**src/rtl/adclp_pkg.sv**
```systemverilog
`default_nettype none
package adclp_pkg;
  localparam int unsigned ADDR_W = 4;
  localparam int unsigned DATA_W = 16;
  localparam int unsigned RES_W  = 12;

  // Register indices on the plain register port
  localparam logic [3:0] OFF_CONVERSION_CONFIG_ONE = 4'h0;
  localparam logic [3:0] OFF_TRIG = 4'h1;
  localparam logic [3:0] OFF_CHAN = 4'h2;
  localparam logic [3:0] OFF_AVG  = 4'h3;
  localparam logic [3:0] OFF_CV1  = 4'h4;
  localparam logic [3:0] OFF_CV2  = 4'h5;
  localparam logic [3:0] OFF_RES  = 4'h6;

  // conversion_config_one fields
  localparam int unsigned CFG_LPC    = 7;
  localparam int unsigned CFG_DIV_LO = 5;
  localparam int unsigned CFG_LSMP   = 4;
  localparam int unsigned CFG_MODE_LO = 2;
  localparam int unsigned CFG_CLK_LO = 0;

  // trigger_compare_control fields
  localparam int unsigned TRG_ACT   = 7;
  localparam int unsigned TRG_SEL   = 6;
  localparam int unsigned TRG_CMPE  = 5;
  localparam int unsigned TRG_CMPGT = 4;
  localparam int unsigned TRG_CMPR  = 3;
  localparam logic [7:0]  TRG_WMASK = 8'h7b;

  // channel_status_control_a fields
  localparam int unsigned CH_CONVERSION_COMPLETE_FLAG = 7;
  localparam int unsigned CH_COMPLETE_IRQ_ENABLE = 6;

  // averaging_calib_control fields
  localparam int unsigned AVG_CAL  = 7;
  localparam int unsigned AVG_CALF = 6;
  localparam int unsigned AVG_CONT = 3;
  localparam int unsigned AVG_EN   = 2;

  // Reset values
  localparam logic [7:0]  CONVERSION_CONFIG_ONE_RST = 8'h00;
  localparam logic [7:0]  TRIG_RST = 8'h00;
  localparam logic [4:0]  CHAN_RST = 5'h1f;
  localparam logic [3:0]  AVG_RST  = 4'h0;
  localparam logic [15:0] CV_RST   = 16'h0000;
  localparam logic [15:0] RES_RST  = 16'h0000;

  // Input clock codes
  localparam logic [1:0] CLK_BUS   = 2'h0;
  localparam logic [1:0] CLK_HALF  = 2'h1;
  localparam logic [1:0] CLK_ALT   = 2'h2;
  localparam logic [1:0] CLK_ASYNC = 2'h3;

  // Resolution codes
  localparam logic [1:0] MODE_8  = 2'h0;
  localparam logic [1:0] MODE_12 = 2'h1;
  localparam logic [1:0] MODE_10 = 2'h2;

  // Channel wired to the on-chip temperature sensor
  localparam logic [4:0] TEMP_CHANNEL = 5'h1a;

  // Sample window in conversion clock ticks
  localparam logic [5:0] SAMPLE_SHORT = 6'h04;
  localparam logic [5:0] SAMPLE_LONG  = 6'h18;

  typedef enum logic [2:0] {
    ST_IDLE = 3'b001,
    ST_RUN  = 3'b010,
    ST_CAL  = 3'b100
  } adclp_state_e;

  typedef enum logic [2:0] {
    E_IDLE   = 3'b001,
    E_SAMPLE = 3'b010,
    E_SAR    = 3'b100
  } adclp_eng_e;
endpackage
`default_nettype wire

```
**src/rtl/adclp_sar_if.sv**
```systemverilog
`default_nettype none
interface adclp_sar_if;
  logic        start;
  logic        abort;
  logic        tick;
  logic [1:0]  mode;
  logic        long_sample;
  logic        busy;
  logic        done;
  logic [11:0] result;

  modport ctl (output start, abort, tick, mode, long_sample,
               input busy, done, result);
  modport eng (input start, abort, tick, mode, long_sample,
               output busy, done, result);
endinterface
`default_nettype wire

```
**src/rtl/adclp_ctrl.sv**
```systemverilog
`default_nettype none
// Overview of operation
// Temperature sensor feeds one analog channel
// Wait mode lets a running conversion finish
// In wait, only hardware or continuous starts; the code also accepts a calibration start in wait
// Wait keeps all conversion clock sources usable
// Plain conversion sets flag, interrupt if enabled
// Averaging flags only after all conversions
// Compare flags only conversions meeting condition
// Wait: failed single compare idles, no wake
// Stop without async clock aborts conversion
// Normal stop keeps all registers unchanged
// After stop abort, only new trigger restarts
// Async clock keeps converting through stop
// Stop: result holds first completed conversion
// Stop: failed single compare idles, no wake
// Low-power stop disables the block
// Low-power stop exit shows reset values
// Config one register field layout
// Trigger/compare register layout
// Status/channel register layout
// Software initialises in documented order
// Interrupt whenever flag set and enabled
// Active flag tracks conversion or calibration
// Channel write aborts, restarts unless hardware
module adclp_ctrl (
  input  wire logic        clk,
  input  wire logic        rstn,
  input  wire logic [3:0]  addr,
  input  wire logic [15:0] wdata,
  input  wire logic        wr,
  input  wire logic        rd,
  output logic      [15:0] rdata,
  input  wire logic        hw_trigger,
  input  wire logic        wait_mode,
  input  wire logic        stop_mode,
  input  wire logic        lp_stop_mode,
  input  wire logic        alt_clock_tick,
  input  wire logic        async_clock_tick,
  input  wire logic        cmp_in,
  output logic      [11:0] dac_code,
  output logic             sample_hold,
  output logic      [4:0]  mux_channel,
  output logic             temp_sensor_en,
  output logic             conv_irq
);
  adclp_sar_if sar ();
  logic        clr;

  adclp_sar u_sar (
    .clk         (clk),
    .rstn        (!clr),  // Low-power stop clears the engine too
    .bus         (sar.eng),
    .cmp_in      (cmp_in),
    .dac_code    (dac_code),
    .sample_hold (sample_hold)
  );

  adclp_pkg::adclp_state_e state_reg;
  logic [7:0]  conversion_config_one_reg;
  logic [7:0]  trig_reg;
  logic        complete_irq_enable_reg;
  logic [4:0]  chan_reg;
  logic        conversion_complete_flag_reg;
  logic [3:0]  avg_reg;
  logic        cal_reg;
  logic        calf_reg;
  logic [15:0] cv1_reg;
  logic [15:0] cv2_reg;
  logic [15:0] res_reg;
  logic [15:0] rdata_reg;
  logic        stop_q_reg;
  logic        held_reg;
  logic        half_reg;
  logic [2:0]  div_reg;
  logic [16:0] acc_reg;
  logic [5:0]  avg_cnt_reg;
  logic [4:0]  mux_reg;
  logic        temp_reg;

  logic        cal_active;
  logic        wr_ok;
  logic        wr_chan;
  logic        wr_avg;
  logic        async_sel;
  logic        hw_sel;
  logic        stop_rise;
  logic        clocks_run;
  logic        src_tick;
  logic [2:0]  div_limit;
  logic        stop_abort;
  logic        cal_abort;
  logic        sw_start;
  logic        hw_start;
  logic        cal_start;
  logic        cal_refused;
  logic        conv_done;
  logic [16:0] sum_next;
  logic [5:0]  avg_target;
  logic        avg_last;
  logic [11:0] final_val;
  logic        cmp_ok;
  logic        cont_restart;
  logic        run_start;
  logic        conversion_complete_flag_set;
  logic        conversion_complete_flag_clr;

  // Low-power stop acts as a module reset while asserted
  assign clr        = !rstn || lp_stop_mode;
  assign cal_active = (state_reg == adclp_pkg::ST_CAL);
  // Registers are locked while calibration runs
  assign wr_ok      = wr && !cal_active;
  assign wr_chan    = wr_ok && (addr == adclp_pkg::OFF_CHAN);
  assign wr_avg     = wr_ok && (addr == adclp_pkg::OFF_AVG);
  assign async_sel  = (conversion_config_one_reg[adclp_pkg::CFG_CLK_LO +: 2]
                       == adclp_pkg::CLK_ASYNC);
  assign hw_sel     = trig_reg[adclp_pkg::TRG_SEL];
  assign stop_rise  = stop_mode && !stop_q_reg;

  // Conversion clock: every source runs in wait; in stop only async
  assign clocks_run = !stop_mode || async_sel;
  always_comb begin
    unique case (conversion_config_one_reg[adclp_pkg::CFG_CLK_LO +: 2])
      adclp_pkg::CLK_BUS:  src_tick = 1'b1;
      adclp_pkg::CLK_HALF: src_tick = half_reg;
      adclp_pkg::CLK_ALT:  src_tick = alt_clock_tick;
      default:             src_tick = async_clock_tick;
    endcase
  end

  always_comb begin
    unique case (conversion_config_one_reg[adclp_pkg::CFG_DIV_LO +: 2])
      2'h0:    div_limit = 3'h0;
      2'h1:    div_limit = 3'h1;
      2'h2:    div_limit = 3'h3;
      default: div_limit = 3'h7;
    endcase
  end

  always_ff @(posedge clk) begin
    if (clr) begin
      half_reg <= 1'b0;
      div_reg  <= 3'h0;
    end else begin
      half_reg <= !half_reg;
      if (src_tick && clocks_run) begin
        div_reg <= (div_reg >= div_limit) ? 3'h0 : div_reg + 3'h1;
      end
    end
  end

  assign sar.tick = src_tick && clocks_run && (div_reg >= div_limit);
  assign sar.mode = conversion_config_one_reg[adclp_pkg::CFG_MODE_LO +: 2];
  assign sar.long_sample = conversion_config_one_reg[adclp_pkg::CFG_LSMP];

  // Start and abort sources
  assign stop_abort  = stop_rise && !async_sel;
  assign cal_abort   = cal_active && (wr || stop_rise);
  // Channel-write starts need a running core, so none arise in wait or stop
  assign sw_start    = wr_chan && !hw_sel
                       && !wait_mode && !stop_mode;
  assign hw_start    = hw_trigger && hw_sel && clocks_run
                       && (state_reg == adclp_pkg::ST_IDLE)
                       && !stop_abort;
  assign cal_start   = wr_avg && wdata[adclp_pkg::AVG_CAL] && !hw_sel
                       && (state_reg == adclp_pkg::ST_IDLE);
  assign cal_refused = wr_avg && wdata[adclp_pkg::AVG_CAL] && hw_sel;
  assign conv_done   = (state_reg == adclp_pkg::ST_RUN) && sar.done
                       && !wr_chan && !stop_abort;

  // Averaging accumulates until the selected count is reached
  assign sum_next   = acc_reg + {5'h00, sar.result};
  assign avg_target = 6'h04 << avg_reg[1:0];
  assign avg_last   = !avg_reg[adclp_pkg::AVG_EN]
                      || (avg_cnt_reg + 6'h01 == avg_target);
  always_comb begin
    if (avg_reg[adclp_pkg::AVG_EN]) begin
      final_val = 12'(sum_next >> (5'd2 + {3'h0, avg_reg[1:0]}));
    end else begin
      final_val = sar.result;
    end
  end

  // Compare against one or two thresholds, the averaged value included
  always_comb begin
    logic ge1;
    logic le2;
    ge1 = ({4'h0, final_val} >= cv1_reg);
    le2 = ({4'h0, final_val} <= cv2_reg);
    if (!trig_reg[adclp_pkg::TRG_CMPE]) begin
      cmp_ok = 1'b1;
    end else if (!trig_reg[adclp_pkg::TRG_CMPR]) begin
      cmp_ok = trig_reg[adclp_pkg::TRG_CMPGT] ? ge1 : !ge1;
    end else if (cv1_reg <= cv2_reg) begin
      cmp_ok = trig_reg[adclp_pkg::TRG_CMPGT] ? (ge1 && le2)
                                              : (!ge1 || !le2);
    end else begin
      cmp_ok = trig_reg[adclp_pkg::TRG_CMPGT] ? (ge1 || le2)
                                              : (!ge1 && !le2);
    end
  end

  assign cont_restart = conv_done && avg_last
                        && avg_reg[adclp_pkg::AVG_CONT];
  assign run_start    = sw_start || hw_start || cont_restart
                        || (conv_done && !avg_last);

  // Engine control; a fresh start overrides a simultaneous abort
  assign sar.start = run_start || cal_start;
  assign sar.abort = !sar.start
                     && (wr_chan || stop_abort || cal_abort);

  always_ff @(posedge clk) begin
    if (clr) begin
      state_reg <= adclp_pkg::ST_IDLE;
    end else if (cal_start) begin
      state_reg <= adclp_pkg::ST_CAL;
    end else if (run_start) begin
      state_reg <= adclp_pkg::ST_RUN;
    end else if (wr_chan || stop_abort || cal_abort) begin
      state_reg <= adclp_pkg::ST_IDLE;
    end else if (cal_active && sar.done) begin
      state_reg <= adclp_pkg::ST_IDLE;
    end else if (conv_done) begin
      // Single conversion ends here, flagged or not
      state_reg <= adclp_pkg::ST_IDLE;
    end
  end

  always_ff @(posedge clk) begin
    if (clr) begin
      acc_reg     <= 17'h00000;
      avg_cnt_reg <= 6'h00;
    end else if (sw_start || hw_start || avg_last && conv_done) begin
      acc_reg     <= 17'h00000;
      avg_cnt_reg <= 6'h00;
    end else if (conv_done) begin
      acc_reg     <= sum_next;
      avg_cnt_reg <= avg_cnt_reg + 6'h01;
    end
  end

  // Flag events; set beats a same-cycle clear
  assign conversion_complete_flag_set = (conv_done && avg_last && cmp_ok)
                    || (cal_active && sar.done && !cal_abort);
  assign conversion_complete_flag_clr = wr_chan
                    || (rd && addr == adclp_pkg::OFF_RES);

  always_ff @(posedge clk) begin
    if (clr) begin
      conversion_complete_flag_reg <= 1'b0;
    end else if (conversion_complete_flag_set) begin
      conversion_complete_flag_reg <= 1'b1;
    end else if (conversion_complete_flag_clr) begin
      conversion_complete_flag_reg <= 1'b0;
    end
  end

  // In stop with plain conversions, the first result is kept
  always_ff @(posedge clk) begin
    if (clr) begin
      res_reg  <= adclp_pkg::RES_RST;
      held_reg <= 1'b0;
    end else begin
      if (conv_done && avg_last && cmp_ok && !held_reg) begin
        res_reg <= {4'h0, final_val};
      end
      if (!stop_mode) begin
        held_reg <= 1'b0;
      end else if (conv_done && !trig_reg[adclp_pkg::TRG_CMPE]
                   && !avg_reg[adclp_pkg::AVG_EN]) begin
        held_reg <= 1'b1;
      end
    end
  end

  // Plain registers; stop entry and exit leave them alone
  always_ff @(posedge clk) begin
    if (clr) begin
      conversion_config_one_reg <= adclp_pkg::CONVERSION_CONFIG_ONE_RST;
      trig_reg <= adclp_pkg::TRIG_RST;
      complete_irq_enable_reg <= 1'b0;
      chan_reg <= adclp_pkg::CHAN_RST;
      avg_reg  <= adclp_pkg::AVG_RST;
      cv1_reg  <= adclp_pkg::CV_RST;
      cv2_reg  <= adclp_pkg::CV_RST;
    end else if (wr_ok) begin
      unique case (addr)
        adclp_pkg::OFF_CONVERSION_CONFIG_ONE: conversion_config_one_reg <= wdata[7:0];
        adclp_pkg::OFF_TRIG:
          trig_reg <= wdata[7:0] & adclp_pkg::TRG_WMASK;
        adclp_pkg::OFF_CHAN: begin
          complete_irq_enable_reg <= wdata[adclp_pkg::CH_COMPLETE_IRQ_ENABLE];
          chan_reg <= wdata[4:0];
        end
        adclp_pkg::OFF_AVG: avg_reg <= wdata[3:0];
        adclp_pkg::OFF_CV1: cv1_reg <= wdata;
        adclp_pkg::OFF_CV2: cv2_reg <= wdata;
        default: ;
      endcase
    end
  end

  // Calibration status; a refused or aborted run leaves the fail flag
  always_ff @(posedge clk) begin
    if (clr) begin
      cal_reg  <= 1'b0;
      calf_reg <= 1'b0;
    end else if (cal_refused || cal_abort) begin
      cal_reg  <= 1'b0;
      calf_reg <= 1'b1;
    end else if (cal_start) begin
      cal_reg  <= 1'b1;
      calf_reg <= 1'b0;
    end else if (cal_active && sar.done) begin
      cal_reg  <= 1'b0;
    end
  end

  always_ff @(posedge clk) begin
    if (clr) begin
      stop_q_reg <= 1'b0;
    end else begin
      stop_q_reg <= stop_mode;
    end
  end

  // Analog mux follows the channel field
  always_ff @(posedge clk) begin
    if (clr) begin
      mux_reg  <= adclp_pkg::CHAN_RST;
      temp_reg <= 1'b0;
    end else begin
      mux_reg  <= chan_reg;
      temp_reg <= (chan_reg == adclp_pkg::TEMP_CHANNEL);
    end
  end

  // Read data stands only in the cycle after the strobe
  always_ff @(posedge clk) begin
    if (clr || !rd) begin
      rdata_reg <= 16'h0000;
    end else begin
      unique case (addr)
        adclp_pkg::OFF_CONVERSION_CONFIG_ONE: rdata_reg <= {8'h00, conversion_config_one_reg};
        adclp_pkg::OFF_TRIG:
          rdata_reg <= {8'h00, state_reg != adclp_pkg::ST_IDLE,
                        trig_reg[6:0]};
        adclp_pkg::OFF_CHAN:
          rdata_reg <= {8'h00, conversion_complete_flag_reg, complete_irq_enable_reg, 1'b0, chan_reg};
        adclp_pkg::OFF_AVG:
          rdata_reg <= {8'h00, cal_reg, calf_reg, 2'h0, avg_reg};
        adclp_pkg::OFF_CV1:  rdata_reg <= cv1_reg;
        adclp_pkg::OFF_CV2:  rdata_reg <= cv2_reg;
        adclp_pkg::OFF_RES:  rdata_reg <= res_reg;
        default:             rdata_reg <= 16'h0000;
      endcase
    end
  end

  assign rdata          = rdata_reg;
  assign mux_channel    = mux_reg;
  assign temp_sensor_en = temp_reg;
  assign conv_irq       = conversion_complete_flag_reg && complete_irq_enable_reg;
endmodule
`default_nettype wire

```
**src/rtl/adclp_sar.sv**
```systemverilog
`default_nettype none
module adclp_sar (
  input  wire logic     clk,
  input  wire logic     rstn,
  adclp_sar_if.eng      bus,
  input  wire logic     cmp_in,
  output logic [11:0]   dac_code,
  output logic          sample_hold
);
  adclp_pkg::adclp_eng_e state_reg;
  logic [5:0]  cnt_reg;
  logic [3:0]  bit_reg;
  logic [11:0] code_reg;
  logic        done_reg;
  logic [11:0] res_reg;
  logic [5:0]  sample_len;
  logic [3:0]  last_bit;

  assign sample_len = bus.long_sample ? adclp_pkg::SAMPLE_LONG
                                      : adclp_pkg::SAMPLE_SHORT;
  // Trials run MSB first; lower resolutions stop early
  always_comb begin
    unique case (bus.mode)
      adclp_pkg::MODE_8:  last_bit = 4'h4;
      adclp_pkg::MODE_10: last_bit = 4'h2;
      default:            last_bit = 4'h0;
    endcase
  end

  always_ff @(posedge clk) begin
    done_reg <= 1'b0;
    if (!rstn) begin
      state_reg <= adclp_pkg::E_IDLE;
      cnt_reg   <= 6'h00;
      bit_reg   <= 4'hb;
      code_reg  <= 12'h000;
      res_reg   <= 12'h000;
    end else if (bus.start) begin
      state_reg <= adclp_pkg::E_SAMPLE;
      cnt_reg   <= 6'h00;
      code_reg  <= 12'h000;
    end else if (bus.abort) begin
      state_reg <= adclp_pkg::E_IDLE;
    end else if (bus.tick) begin
      unique case (state_reg)
        adclp_pkg::E_IDLE: ;
        adclp_pkg::E_SAMPLE: begin
          cnt_reg <= cnt_reg + 6'h01;
          if (cnt_reg == sample_len - 6'h01) begin
            state_reg <= adclp_pkg::E_SAR;
            bit_reg   <= 4'hb;
            code_reg  <= 12'h800;
          end
        end
        adclp_pkg::E_SAR: begin
          // Comparator high: input at or above trial, keep the bit
          code_reg[bit_reg] <= cmp_in;
          if (bit_reg == last_bit) begin
            state_reg <= adclp_pkg::E_IDLE;
            done_reg  <= 1'b1;
            res_reg   <= ((code_reg & ~(12'h001 << last_bit))
                         | ({11'h000, cmp_in} << last_bit)) >> last_bit;
          end else begin
            bit_reg <= bit_reg - 4'h1;
            code_reg[bit_reg - 4'h1] <= 1'b1;
          end
        end
      endcase
    end
  end

  assign bus.busy    = (state_reg != adclp_pkg::E_IDLE);
  assign bus.done    = done_reg;
  assign bus.result  = res_reg;
  assign dac_code    = code_reg;
  assign sample_hold = (state_reg == adclp_pkg::E_SAMPLE);
endmodule
`default_nettype wire

```
**config.mk**
```make
export PLATFORM = sky130hd
export DESIGN_NAME = adclp_ctrl
export DESIGN_NICKNAME = d
export VERILOG_FILES = /design/src/rtl/adclp_pkg.sv /design/src/rtl/adclp_sar_if.sv /design/src/rtl/adclp_ctrl.sv /design/src/rtl/adclp_sar.sv
export SDC_FILE = /design/constraint.sdc
export NUM_CORES = 1
export LEC_CHECK = 0
export ABC_AREA = 1
export ABC_CLOCK_PERIOD_IN_PS = 8500
export BUFFER_PORTS_ARGS = -buffer_cell sky130_fd_sc_hd__buf_2
export CORE_UTILIZATION = 35
export CTS_BUF_LIST = sky130_fd_sc_hd__clkbuf_16
export CTS_CLUSTER_DIAMETER = 40
export CTS_CLUSTER_SIZE = 40
export DETAILED_ROUTE_END_ITERATION = 6
export PLACE_DENSITY_LB_ADDON = 0.05
export SLEW_MARGIN = 20
export SYNTH_ARGS = -nofsm -noshare
export SYNTH_HDL_FRONTEND = slang
export SYNTH_HIERARCHICAL = 1
export SYNTH_SLANG_ARGS = --single-unit
```
**constraint.sdc**
```tcl
create_clock -name clk -period 8.5 [get_ports clk]
set_input_delay 0.85 -clock clk [delete_from_list [all_inputs] [get_ports clk]]
set_output_delay 0.85 -clock clk [all_outputs]
set_load 0.01 [all_outputs]
```
# Yosys cells after proc, flatten, opt, wreduce, memory -nomap -nowiden
# Cells that the tools add are included.
[word_totals]
input_bits = 31
register_bits = 163
elab_cells = 232
out_inout_bits = 36
[classes]
eq_ne = 27
muxes = 42
addsub = 7
bitwise_logic = 9
n_shift = 5
reduce_logical = 105
n_lt_le_gt_ge = 8
[ops]
columns = ["op", "count"]
rows = [
  ["$pmux 16 s7", 1],
  ["$logic_and 1x1->1", 38],
  ["$mux 12", 3],
  ["$mux 3", 8],
  ["$or 12x12->12", 2],
  ["$pmux 12 s2", 1],
  ["$logic_not 1->1", 19],
  ["$add 17x12->17", 1],
  ["$logic_or 1x1->1", 17],
  ["$shr 17x3->12", 1],
  ["$ge 12x16->1", 1],
  ["$le 12x16->1", 1],
  ["$le 16x16->1", 1],
  ["$mux 1", 15],
  ["$add 6x1->6 const B", 2],
  ["$and 12x12->12", 1],
  ["$bwmux 12", 1],
  ["$eq 4x3->1 const B", 3],
  ["$eq 6x6->1", 2],
  ["$not 12->12", 1],
  ["$pmux 3 s2", 2],
  ["$reduce_and 2->1", 6],
  ["$reduce_and 4->1", 3],
  ["$shl 1x3->12", 1],
  ["other kinds (44)", 72],
]

# Logic depth before layout (Yosys ltp)
[logic_depth]
depth_word = 16
depth_mapped = 34
depth_no_buf = 33

# Cells and area by module
# Netlist, hierarchy kept.
[by_module_without_submodules]
columns = ["module", "seq_area_each_um2", "area_each_um2", "cells_per_inst", "n_inst"]
rows = [
  ["adclp_ctrl", 2502.4, 7400.8, 1105, 1],
  ["adclp_sar", 760.7, 2288.4, 343, 1],
]

# Worst setup path after synthesis
# Ideal clock, no wire load.
[synth_path]
path_type = "flip-flop to flip-flop"
start = "reg u_sar.res_reg[0], in the netlist u_sar/bus.result[0]"
end = "reg res_reg[5]"
stages_incl_launch_ff = 30
t_required_ns = 8.387
arrival_time_ns = 3.377
period_less_slack_ns = 3.490
setup_ns = 0.113
slack_ns = 5.010
path_buffers = 1
path_cell_list = "dfxtp_1 > ha_1 > inv_1 > fa_1 > inv_1 > nand3_1 > nand3_1 > nand3_1 > nand3_1 > nand2_1 > nand2_1 > nand2_1 > nand3_1 > nand3_1 > o21ai_0 > inv_1 > ha_1 > nand2_1 > nor2_1 > nand2_1 > o21ai_0 > o21bai_1 > nand2_1 > nand3_1 > nand3_1 > nand3_1 > nand3_4 > buf_2 > nor2_1 > nor2_1"
[synth_via]
elab_chain_cells = 12
elab_cells_between_ends = 19
classes_between = "1 x add/sub; 2 x order compare; 1 x shift; 7 x mux; 8 x reduce/logical"
[synth_rtl]
columns = ["item", "line", "source"]
rows = [
  ["start, declared", "adclp_sar.sv:15", "logic [11:0] res_reg;"],
  ["start signal, assigned", "adclp_sar.sv:61", "res_reg <= ((code_reg & ~(12'h001 << last_bit))"],
  ["$add 17x12->17 (*)", "adclp_ctrl.sv:172", "assign sum_next = acc_reg + {5'h00, sar.result};"],
  ["$shr 17x3->12 (*)", "adclp_ctrl.sv:178", "final_val = 12'(sum_next >> (5'd2 + {3'h0, avg_reg[1:0]}));"],
  ["$mux 12 (*)", "adclp_ctrl.sv:177", "if (avg_reg[adclp_pkg::AVG_EN]) begin"],
  ["via final_val[7]", "adclp_ctrl.sv:101", "logic [11:0] final_val;"],
  ["$ge 12x16->1 / $le 12x16->1 (equally long branches)", "adclp_ctrl.sv:188, adclp_ctrl.sv:189", ""],
  ["$logic_not 1->1, on equally long branches", "adclp_ctrl.sv:193, adclp_ctrl.sv:196, adclp_ctrl.sv:199", ""],
  ["$logic_and 1x1->1 / $logic_or 1x1->1 (equally long branches)", "adclp_ctrl.sv:199, adclp_ctrl.sv:196", ""],
  ["$mux 1, on equally long branches", "adclp_ctrl.sv:198, adclp_ctrl.sv:195", ""],
  ["$mux 1", "adclp_ctrl.sv:194", "end else if (cv1_reg <= cv2_reg) begin"],
  ["$mux 1 (*)", "adclp_ctrl.sv:192", "end else if (!trig_reg[adclp_pkg::TRG_CMPR]) begin"],
  ["$mux 1 (*)", "adclp_ctrl.sv:190", "if (!trig_reg[adclp_pkg::TRG_CMPE]) begin"],
  ["$logic_and 1x1->1 (*) (2 in a row)", "adclp_ctrl.sv:265", "if (conv_done && avg_last && cmp_ok && !held_reg) begin"],
  ["end signal, assigned", "adclp_ctrl.sv:262", "res_reg <= adclp_pkg::RES_RST;"],
  ["end signal, assigned", "adclp_ctrl.sv:266", "res_reg <= {4'h0, final_val};"],
  ["end, declared", "adclp_ctrl.sv:70", "logic [15:0] res_reg;"],
]
# Mark *: on every way through the listed nets, which the timed path passes. The rest lies on a longest branch.
# A chain may end at the register's enable or synchronous reset.

# Worst setup path after layout
# Ends and elaborated chain as after synthesis.

==> impl_results.md <==
* GR Overflow Total at 0
* Total Nets Final at 1586
* VDD IR-drop max at 115 uV
* Post-synthesis net count at 1542
* Via Count at 9165
* N_diodes at 0
* H-tree depth at 4
* CP required at 8870 ps
* # IOs at 67
* Port bufs at 66
* CP max stage cell: fa_1
* WP data arrival at 4580 ps
* Height of the die at 168 um
* Cell count after synthesis at 1447
* First-pass GRT wire length at 48.2 mm
* Worst Path Class, Setup: flip-flop to flip-flop
* DR vias/cell at 4.97
* CP max stage delay at 400 ps
* CTS tree: yes
* Clock skew at 14.1 ps
* Worst min path class: flip-flop to flip-flop
* Switching power at 0.454 mW
* Hold Path Stages at 1
* Static leakage at 4.97 nW
* First-pass DRT Iterations at 4
* Fin util at 40.2%
* # rows at 60
* Worst-path clk slew at 80 ps
* Worst-Margin Slew at 957 ps
* RSZ-0062 raised after global routing: no
* Stages on worst setup path at 31
* Synth Area per Inst at 6.69 um^2
* Final HPWL DP at 22.8 mm
* Max-slew headroom at 36.2%
* CP startpoint: u_sar/bus.result[0]
* Die area at 28300 um^2
* Sw Share at 27.7%
* Root Buffer: clkbuf_16
* Worst r2r src: u_sar/bus.result[0]
* Final Hold Violating Endpoints at 0
* Clk_lat worst skew at 440 ps
* Ys Warns at 6
* Initial core utilization at 35.8%
* Clk network pwr share at 47.9%
* Most frequent CP cell: nand2_1
* Final period util at 49.6%
* Vias in the first global route at 8878
* Largest register FFs at 17
* Mapped Area at 9680 um^2
* Antenna-violating nets left at 0
* Sequential power share at 47.0%
* Number of max-cap violations at 0
* Comb power frac at 5.1%
* Total CTS buffers at 17
* Die X-Extent at 168 um
* # DRC at 0
* Min cycle time layout at 4220 ps
* CTS resizes at 0
* Initial DRC Count at 531
* Share of cells above drive strength 1 at 8.98%
* CTS Hold Bufs at 0
* Commonest cells after routing, fill and taps aside: nand2_1 (335), inv_1 (204), nor2_1 (169)
* Fmax at 237 MHz
* Reg2reg setup slack at 4280 ps
* Crit path buf inv count at 4
* Initial antenna violation count at 0
* Delay-heaviest family, CP: simple AND/OR/NAND/NOR gates
* Leading cell type in the layout, fill and taps excluded: nand2_1
* Status: complete, no violations
* CP Capture Type: flip-flop
* Drt total wl at 30.0 mm
* GP Congestion at 0.844
* R2R depth at 31
* CP max FO at 23
* Endpoints failing setup at 0
* HP Start: half_reg
* GRT Overall Usage at 21.9%
* Power density over the cells at 151 nW/um^2
* Number of setup buffers added after CTS at 0
* Internal at 1.19 mW
* Clock sinks at 163
* Drt wl/cell at 16.2 um
* Placeable Area at 27000 um^2
* Setup total negative slack at 0 ps
* Final Max Tran Viols at 0
* Maximum clock path buffer count at 2
* CP startpoint kind: flip-flop
* Largest net degree at the start of global routing at 85
* Filler cells at 2969
* Area grow syn2layout at 12.1%
==> final timing paths <==
path,endpoint
max,res_reg[5]
min,half_reg
max reg2reg,res_reg[5]
min reg2reg,half_reg
==> cell type report <==
| cell class | instances | area [um^2] | area share [%] |
|---|---|---|---|
| clock buffers | 17 | 425 | 3.92 |
| clock inverters | 15 | 168 | 1.54 |
| inverters | 211 | 795 | 7.32 |
| multi-input cells | 1030 | 5430 | 50.0 |
| flip-flops and latches | 163 | 3260 | 30.1 |
| well taps | 341 | 427 | 3.93 |
| repair buffers | 68 | 345 | 3.18 |
==> metrics by stage <==
stage | power [mW] | worst slack [ps] | hold WS (ps) | cell area (um^2) | std cells
2_1_floorplan | 0.838 | 5010 | 393 | 9680 | 1447
3_3_place_gp | 0.871 | 3970 | 405 | 10300 | 1813
3_5_place_dp | 0.871 | 3980 | 409 | 10300 | 1813
4_1_cts | 1.67 | 4250 | 422 | 10900 | 1845
5_1_grt | 1.71 | 3760 | 433 | 10900 | 1845
6_report | 1.64 | 4280 | 420 | 10900 | 1845
==> per-layer routing <==
metal  vias up  routed length (um)  GRT usage, %
met5         -                   0             0
met2       137               14100          36.8
li1       4809                   -             -
met4         0                 307          5.42
met1      4200               14700          29.5
met3        19                 829          2.75
==> power by group through the flow <==
stage	logic, mW	clock network (mW)	registers, mW
2_1_floorplan	0.0514	0	0.786
3_3_place_gp	0.0836	0	0.788
3_5_place_dp	0.0833	0	0.788
4_1_cts	0.0838	0.813	0.770
5_1_grt	0.0944	0.843	0.770
6_report	0.0837	0.785	0.770
(Power assumes the default switching activity.)
